File: src/sar_seq_pkg.sv
// constants and types for the converter control logic
// ***************************************************
// Summary of operation
// ***************************************************
// Summary of operation
// - while expansion is high, exactly one of sixteen analog inputs is switched to the converter by latched code
// - channel code is captured on the rising edge of the latch strobe
// - selected channel reaches the mux output only while expansion is high
// - rising edge of the start strobe clears the approximation register
// - falling edge of the start strobe begins a new conversion
// - a new start strobe abandons any running conversion
// - done output falls one to eight conversion clocks after start rises
// - each result comes from eight approximation steps, one bit each
// - result is straight binary; data outputs float unless output enable is high
// - code selects channel of same number; expansion low turns all channels off
// - output latches hold the last result until a newer conversion replaces it
package sar_seq_pkg;
   localparam int unsigned CHAN_BITS    = 4;
   localparam int unsigned CHAN_COUNT   = 16;
   localparam int unsigned RESULT_BITS  = 8;
   localparam logic [7:0]  RESULT_RESET = 8'h00;
   localparam logic [3:0]  CHAN_RESET   = 4'h0;
   localparam int unsigned EOC_DELAY_MIN = 1;   // conversion clocks
   localparam int unsigned EOC_DELAY_MAX = 8;   // conversion clocks

   // gray coded along idle -> armed -> converting -> finishing
   typedef enum logic [1:0] {
      ST_IDLE    = 2'b00,
      ST_ARMED   = 2'b01,
      ST_CONVERT = 2'b11,
      ST_FINISH  = 2'b10
   } seq_state_type;
endpackage

File: src/sar_adc_mux_sequencer.sv
// control logic for a 16-channel 8-bit successive-approximation converter
`timescale 1ns/100ps
module sar_adc_mux_sequencer
   import sar_seq_pkg::*;
#(
   parameter int unsigned NCHAN = CHAN_COUNT,
   parameter int unsigned NBITS = RESULT_BITS
) (
   input  wire logic                 clk,
   input  wire logic                 rst,
   input  wire logic                 conv_clk_tick,
   input  wire logic                 conversion_start_strobe,
   input  wire logic                 channel_latch_strobe,
   input  wire logic [CHAN_BITS-1:0] chan_addr,
   input  wire logic                 expansion_enable,
   input  wire logic                 output_enable,
   input  wire logic                 comparator_high,
   output logic      [NCHAN-1:0]     chan_switch_on,
   output logic      [NBITS-1:0]     trial_code,
   output logic                      end_of_conversion,
   output logic      [NBITS-1:0]     data_out,
   output logic      [NBITS-1:0]     data_oe
);

   // ***************************************************
   // registers
   // ***************************************************
   localparam int unsigned     BIT_W = $clog2(NBITS);
   seq_state_type              state_q, state_d;
   logic [CHAN_BITS-1:0]       chan_q, chan_d;
   logic [NBITS-1:0]           approx_q, approx_d;
   logic [NBITS-1:0]           result_q, result_d;
   logic [BIT_W-1:0]           bit_q, bit_d;
   logic                       eoc_q, eoc_d;
   logic                       sc_q, ale_q;
   logic                       sc_rise, sc_fall, ale_rise;

   // edge detectors on strobes
   assign sc_rise  = conversion_start_strobe & ~sc_q;
   assign sc_fall  = ~conversion_start_strobe & sc_q;
   assign ale_rise = channel_latch_strobe & ~ale_q;

   // ***************************************************
   // next state
   // ***************************************************
   always_comb begin
      state_d  = state_q;
      chan_d   = chan_q;
      approx_d = approx_q;
      result_d = result_q;
      bit_d    = bit_q;
      eoc_d    = eoc_q;
      if (ale_rise) begin
         chan_d = chan_addr;
      end
      if (sc_rise) begin
         approx_d = RESULT_RESET;
         state_d  = ST_ARMED;
      end else if (sc_fall && state_q == ST_ARMED) begin
         state_d  = ST_CONVERT;
         bit_d    = BIT_W'(NBITS - 1);
         approx_d = RESULT_RESET;
         approx_d[NBITS-1] = 1'b1;
      end else if (conv_clk_tick) begin
         case (state_q)
            ST_ARMED: begin
               eoc_d = 1'b0;
            end
            ST_CONVERT: begin
               eoc_d = 1'b0;
               // keep trial bit only if input at or above trial level
               approx_d[bit_q] = comparator_high;
               if (bit_q == '0) begin
                  state_d = ST_FINISH;
               end else begin
                  bit_d = bit_q - 1'b1;
                  approx_d[bit_q - 1'b1] = 1'b1;
               end
            end
            ST_FINISH: begin
               result_d = approx_q;
               eoc_d    = 1'b1;
               state_d  = ST_IDLE;
            end
            ST_IDLE: begin
               eoc_d = eoc_q;
            end
            default: begin
               state_d = ST_IDLE;
            end
         endcase
      end
   end

   // registers only
   always_ff @(posedge clk or posedge rst) begin
      if (rst) begin
         state_q  <= ST_IDLE;
         chan_q   <= CHAN_RESET;
         approx_q <= RESULT_RESET;
         result_q <= RESULT_RESET;
         bit_q    <= '0;
         eoc_q    <= 1'b1;
         sc_q     <= 1'b0;
         ale_q    <= 1'b0;
      end else begin
         state_q  <= state_d;
         chan_q   <= chan_d;
         approx_q <= approx_d;
         result_q <= result_d;
         bit_q    <= bit_d;
         eoc_q    <= eoc_d;
         sc_q     <= conversion_start_strobe;
         ale_q    <= channel_latch_strobe;
      end
   end

   // ***************************************************
   // channel decode and outputs
   // ***************************************************
   genvar gi;
   generate
      for (gi = 0; gi < NCHAN; gi++) begin : g_chan
         // one-hot switch, all off without expansion
         assign chan_switch_on[gi] = expansion_enable && (chan_q == CHAN_BITS'(gi));
      end
   endgenerate

   assign trial_code        = approx_q;
   assign end_of_conversion = eoc_q;
   assign data_out          = result_q;
   assign data_oe           = {NBITS{output_enable}};

   // ***************************************************
   // assertions
   // ***************************************************
   int unsigned ticks_since_sc;
   always_ff @(posedge clk or posedge rst) begin
      if (rst) begin
         ticks_since_sc <= 0;
      end else if (sc_rise) begin
         ticks_since_sc <= 0;
      end else if (conv_clk_tick && ticks_since_sc < 100) begin
         ticks_since_sc <= ticks_since_sc + 1;
      end
   end
endmodule

File: config.mk
export PLATFORM = sky130hd
export DESIGN_NAME = sar_adc_mux_sequencer
export DESIGN_NICKNAME = d
export VERILOG_FILES = /design/src/sar_seq_pkg.sv /design/src/sar_adc_mux_sequencer.sv
export SDC_FILE = /design/constraint.sdc
export NUM_CORES = 1
export LEC_CHECK = 0
export ABC_AREA = 0
export BUFFER_PORTS_ARGS = -buffer_cell sky130_fd_sc_hd__buf_2
export CORE_MARGIN = 2
export CORE_UTILIZATION = 35
export CTS_BUF_LIST = sky130_fd_sc_hd__clkbuf_8
export CTS_CLUSTER_DIAMETER = 100
export DETAILED_ROUTE_END_ITERATION = 8
export GPL_TIMING_DRIVEN = 0
export HOLD_SLACK_MARGIN = 0.08
export PLACE_DENSITY_LB_ADDON = 0.05
export SYNTH_ARGS = -nofsm -noshare
export SYNTH_HDL_FRONTEND = slang
export SYNTH_SLANG_ARGS = --single-unit
File: constraint.sdc
create_clock -name clk -period 2.6 [get_ports clk]
set_clock_uncertainty 0.2 [all_clocks]
set_input_delay 0.39 -clock clk [delete_from_list [all_inputs] [get_ports clk]]
set_output_delay 0.39 -clock clk [all_outputs]
set_load 0.005 [all_outputs]
==> results.cfg, run 1 <==
[cts]
clock-root-buffer = clkbuf_8
cts-htree-levels = 1
clock_path_buffers = 2
cts_made_buffers = 3
clk_latency_ns = 0.28
ctsResizeCount = 0
cts_tree = yes
cts_sinks = 28
clk_pin_slew_ns = 0.10

[synthesis]
synthTopCellsByArea = dfrtp_1 (42%), mux2_2 (8.4%), mux2i_1 (4.4%), a22o_1 (3.8%), buf_4 (3.7%)
synth_nets = 173
ys_seq_area_frac = 0.437
syn_area_sq_um = 1610
syn_inst = 159
ys_types = 41
yosysTopAreaCell = dfrtp_1
synth-seq-cells = 28
synth_top_area_share = 0.420
synthTopCellsByCount = dfrtp_1 (27), nor2_1 (15), mux2_2 (12), nand2_1 (9)
ys.flop_type = dfrtp_1
yosysMostFrequentCell = dfrtp_1
postSynth.asyncResetShare = 1.00
syn_avg_cell_area_sq_um = 10.1
synth_edf_count = 0
yosys_warnings = 0

[die]
fp.coreArea_sq_um = 4380
die_w_um = 71.8
boundaryPins = 53
num_rows = 24
fp.dieH_um = 71.8
start_util = 0.367
die-area_sq_um = 5150

[critical_path]
r2r_cells = 6
crit_path_end_kind = register
critPathLaunchType = primary input
worstSetupStartpoint = conversion_start_strobe
worstPathArrival_ns = 2.17
worst_r2r_endpoint = trial_code[7]
path_cells = dlygate4sd3_1, buf_2, nor2b_2, buf_6, nor3_4, mux2_2
crit_family = buffers and inverters
crit_buf_inv = 3
rr_startpoint = bit_q[0]
cp.required_ns = 2.58
r2r_setup_slack_ns = 0.44
critPathKind = in2reg
max_stage_delay_ns = 0.52
cp_num_cells = 6
cpMaxStageDelayCell = dlygate4sd3_1
critPathMaxFanout = 8

[power_and_ir_drop]
power.leakage_nw = 1.01
ir_drop_mv = 0.279
powerDensity_nw_per_um2 = 738
power_mw = 1.49

[job]
cap_violations = 0

[final_layout]
nets = 230
diodes = 0
drive_gt1_frac = 0.409
area_growth_pct = 25.3
num-fill-cells = 456

[detailed_routing]
drtIter0Drc = 49
drt_pre_antenna_iters = 4
drc = 0
num_vias = 1386
final_antenna_net_count = 0
avgRoutedWirePerCell_um = 13.5
wl_mm = 3.61
via_per_inst = 5.19

[sta]
fmaxAchievable_mhz = 457
setup_tns_ns = 0
slew_viol_final = 0
rsz0062_at_grt = no
finalSetupViolCount = 0
finalCritPeriodShare = 0.842
hold_violations = 0
tightest_slew_ns = 1.05
fin_crit_ns = 2.19
timing.slew.headroom = 0.300

[min_path]
whs_endpoint = chan_q[0]
whs_path_depth = 2
hold_path_class = in2reg
min_from = chan_addr[0]

[global_route]
grt_pass1_vias = 1222
antenna_found_initial = 0
grt_max_degree = 29
grt_usage = 0.145
grt_first_pass_wirelength_mm = 5.95
grt-ovfl-total = 0

[place]
gp_congestion = 0.806
dp_hpwl_mm = 2.63
portBuffers = 50

[status]
status = finished, final reports clean
==> routing by layer <==
metal,share of wire,up-vias,global-route usage
li1,-,673,-
met1,0.44,644,0.194
met2,0.48,63,0.239
met3,0.074,6,0.0239
met4,0.015,0,0.0503
met5,0,-,0
==> cells in the final DEF (no fill, tap or decap), types with 3 or more instances in the layout <==
master and count:
buf_2 55, dfrtp_1 27, nor2_1 15, mux2_2 12, nand2_1 9, nor3_1 8
o21ai_0 8, buf_4 8, mux2i_1 7, a21oi_1 7, a22o_1 7, inv_1 5
nand2b_1 4, nor3b_1 4, nand3b_1 3, clkbuf_8 3
==> cell type report <==
type,instances,area (sq um),share of cell area
multi-input combinational,111,787,0.391
sequential,28,702,0.348
timing repair buffer,52,270,0.134
buffer,15,100,0.0497
tap,52,65.1,0.0323
clock buffer,3,41.3,0.0205
clock inverter,1,30.0,0.0149
inverter,5,18.8,0.00932
==> how the worst max path moves through the flow <==
stage / to / slack [ns]
final: data_out[6] / 0.41
after global placement: trial_code[7] / 0.50
after global routing: trial_code[6] / 0.30
after CTS: data_out[6] / 0.37
after detailed placement: trial_code[7] / 0.51
after floorplan: trial_code[7] / 0.81
==> worst reg2reg max path, stage by stage (launching register included) <==
cell     delay [ns]
dfrtp_1        0.44
buf_2          0.19
inv_1          0.13
ha_1           0.26
mux2i_1        0.47
o31ai_1        0.12
a22o_1         0.25
==> timing repair <==
| item | CTS | global route |
|---|---|---|
| buffers inserted | 0 | 0 |
| hold buffers | 2 | 0 |
| endpoints found under the hold margin | 2 | 0 |
==> flip-flops by register name (all words and copies together) (netlist names) <==
name and cells:
ale_q 1, bit_q 3, chan_q 4, data_out 8, end_of_conversion 1, sc_q 1
state_q 2, trial_code 8
==> kinds of logic (layout without fill, tap and decap cells) <==
family | after synthesis | count (layout) | share of synthesized area
muxes | 19 | 19 | 0.128
DFF | 28 | 28 | 0.437
and+or+nand+nor | 57 | 57 | 0.207
buffers and inverters | 20 | 76 | 0.0739
adders and majority gates | 2 | 2 | 0.0156
AOI/OAI and AO/OA | 33 | 33 | 0.139
==> power breakdown <==
| part | internal, mW | switching, mW |
|---|---|---|
| registers | 0.506 | 0.0641 |
| clock network | 0.206 | 0.142 |
| logic | 0.252 | 0.316 |
==> per-stage QoR <==
stage	setup WS (ns)	cells	utilization	area, sq um	hold WS [ns]
2_1_floorplan	0.808	159	-	1610	0.221
3_3_place_gp	0.497	261	0.439	1920	0.283
3_5_place_dp	0.513	261	0.439	1920	0.290
4_1_cts	0.370	267	0.459	2010	0.131
5_1_grt	0.298	267	0.459	2010	0.139
6_report	0.411	267	0.459	2010	0.141
No activity file was read; power rests on OpenSTA's default activity.
==> run 2: changes to the inputs <==
Settings changed: ABC_AREA 0 to 1.
Clock period 2.6 ns to 2.18 ns, I/O delays scaled along.
==> run 2 against run 1 <==
Compared with the run above: non-clock buffer count is 1 lower; sequential power up 45%; first-iteration DRC count down 6.1%; combinational power rose by 120%; area after synthesis increased by 5.4%; power is 67% higher; cell area grew 4.7%; wire length up 1.7%; cell count up 30%; utilization fell by 1.0 points; clock power is 18% higher; critical endpoint is now data_out[1].
==> results.cfg, run 2 <==
[die]
fp.dieH_um = 73.6
die-area_sq_um = 5410
boundaryPins = 53
fp.coreArea_sq_um = 4690
num_rows = 25
start_util = 0.361
die_w_um = 73.6

[critical_path]
critPathMaxFanout = 10
max_stage_delay_ns = 0.53
cp.required_ns = 2.16
r2r_cells = 11
path_cells = dlygate4sd3_1, buf_2, inv_1, nor2_1, nor2_1, nand4_4, buf_6, nand2_1, o21ai_2
r2r_setup_slack_ns = 0.37
cpMaxStageDelayCell = dlygate4sd3_1
path_common_cell = nor2_1
rr_startpoint = bit_q[0]
critPathKind = in2reg
critPathLaunchType = primary input
worstSetupStartpoint = conversion_start_strobe
worstPathArrival_ns = 1.82
crit_path_end_kind = register

[final_layout]
seq_area_sq_um = 702
layout_common_cells = nand2_1 (88), buf_2 (53), nor2_1 (29)
drive_gt1_frac = 0.286
final_area_sq_um = 2110
nets = 309
diodes = 0
layout_commonest_cell = nand2_1
area_growth_pct = 24.4
num-fill-cells = 498
multi_input_area_sq_um = 802

[sta]
finalCritPeriodShare = 0.842
finalSetupViolCount = 0
setup_tns_ns = 0
fmaxAchievable_mhz = 545
rsz0062_at_grt = no
timing.slew.headroom = 0.284
hold_violations = 0
slew_viol_final = 0
tightest_slew_ns = 1.07
fin_crit_ns = 1.84

[synthesis]
synth_edf_count = 0
syn_area_sq_um = 1690
ys_types = 24
synth-seq-cells = 28
synthTopCellsByCount = nand2_1 (88), nor2_1 (29), dfrtp_1 (27), inv_1 (26), nand3_1 (11)
synthTopCellsByArea = dfrtp_1 (40%), nand2_1 (19%), nor2_1 (6.4%), inv_1 (5.8%), buf_4 (4.0%)
ys_seq_area_frac = 0.414
synth_nets = 251
yosysMostFrequentCell = nand2_1
postSynth.asyncResetShare = 1.00
yosysTopAreaCell = dfrtp_1
synth_top_area_share = 0.399
yosys_warnings = 0
ys.flop_type = dfrtp_1
syn_inst = 237
syn_avg_cell_area_sq_um = 7.15

[power_and_ir_drop]
powerDensity_nw_per_um2 = 1180
power.leakage_nw = 1.25
ir_drop_mv = 0.649

[place]
dpl-instance-area_sq_um = 2020
gp_congestion = 0.859
dp_hpwl_mm = 2.88
portBuffers = 51

[detailed_routing]
drt_pre_antenna_iters = 4
num_vias = 1560
drtIter0Drc = 46
via_per_inst = 4.48
wl_mm = 3.68
final_antenna_net_count = 0
drc = 0
avgRoutedWirePerCell_um = 10.6

[status]
status = finished, final reports clean

[cts]
clock-root-buffer = clkbuf_8
cts_sinks = 28
clk_pin_slew_ns = 0.10
cts_made_buffers = 3
cts_tree = yes
ctsResizeCount = 0
clk_latency_ns = 0.28
cts-htree-levels = 1
clock_path_buffers = 2

[global_route]
antenna_found_initial = 0
grt_max_degree = 29
grt_pass1_vias = 1338
grt_first_pass_wirelength_mm = 6.19
grt-ovfl-total = 0
grt_usage = 0.145

[min_path]
whs_path_depth = 2
min_from = chan_addr[1]
hold_path_class = in2reg

[job]
cap_violations = 0
[run 2: cell count changes in the layout (fill, tap and decap cells not counted), moves of 4 or more]
cell / delta
nand2_1: +79
nand3_1: +9
mux2_2: -11
nor3_1: -6
inv_1: +21
mux2i_1: -7
o21ai_2: +6
nor3b_1: -4
nand2b_1: -4
nor2_1: +14
a22o_1: -7
[run 2: layout make-up]
type / instances / area share
Clock buffer: 3 / 0.0196
Multi-Input combinational cell: 170 / 0.380
Timing Repair Buffer: 53 / 0.131
Clock inverter: 1 / 0.0142
Buffer: 13 / 0.0439
Tap cell: 54 / 0.0320
Sequential cell: 28 / 0.333
Inverter: 26 / 0.0463
[run 2: power by group]
group / total [mW] / leakage, nW / switching (mW) / internal, mW
combinational: 1.25 / 0.858 / 0.778 / 0.468
sequential: 0.824 / 0.355 / 0.122 / 0.702
clock: 0.412 / 0.0357 / 0.166 / 0.246
[run 2: critical path: cells and delay by family]
kind                   cells  cell delay, ns
buffers and inverters      4            0.93
and+or+nand+nor            4            0.52
AOI/OAI and AO/OA          1            0.05
[run 2: worst paths after layout]
kind                                      to
setup / recovery                 data_out[1]
hold / removal                     chan_q[1]
setup reg to reg               trial_code[3]
hold reg to reg            end_of_conversion
max in group asynchronous        data_out[6]
min in group asynchronous           bit_q[0]
[run 2: through the flow]
stage	std cells	setup WS (ns)	utilization	power, mW	hold WS (ns)
after floorplan	237	0.598	-	1.74	0.158
after global placement	342	0.374	0.430	2.10	0.253
final	348	0.344	0.449	2.48	0.0914
after global routing	348	0.139	0.449	2.75	0.0914
after CTS	348	0.330	0.449	2.52	0.0839
after detailed placement	342	0.388	0.430	2.10	0.253
[run 2: cells by family after synthesis]
| logic type | synth area share |
|---|---|
| muxes | 0.00665 |
| AOI/OAI and AO/OA | 0.0931 |
| DFF | 0.414 |
| and+or+nand+nor | 0.359 |
| adders and majority gates | 0.0148 |
| buffers and inverters | 0.112 |
[run 2: metal layers]
metal	global-route usage	wire (um)	vias up
li1	-	-	838
met4	0.0646	59	0
met1	0.211	1820	675
met3	0.0192	206	6
met5	0	0	-
met2	0.213	1590	41
[run 2: timing repair]
item | in CTS | in global routing
hold buffers | 2 | 0
setup buffers | 0 | 0
endpoints found under the hold margin | 2 | 0
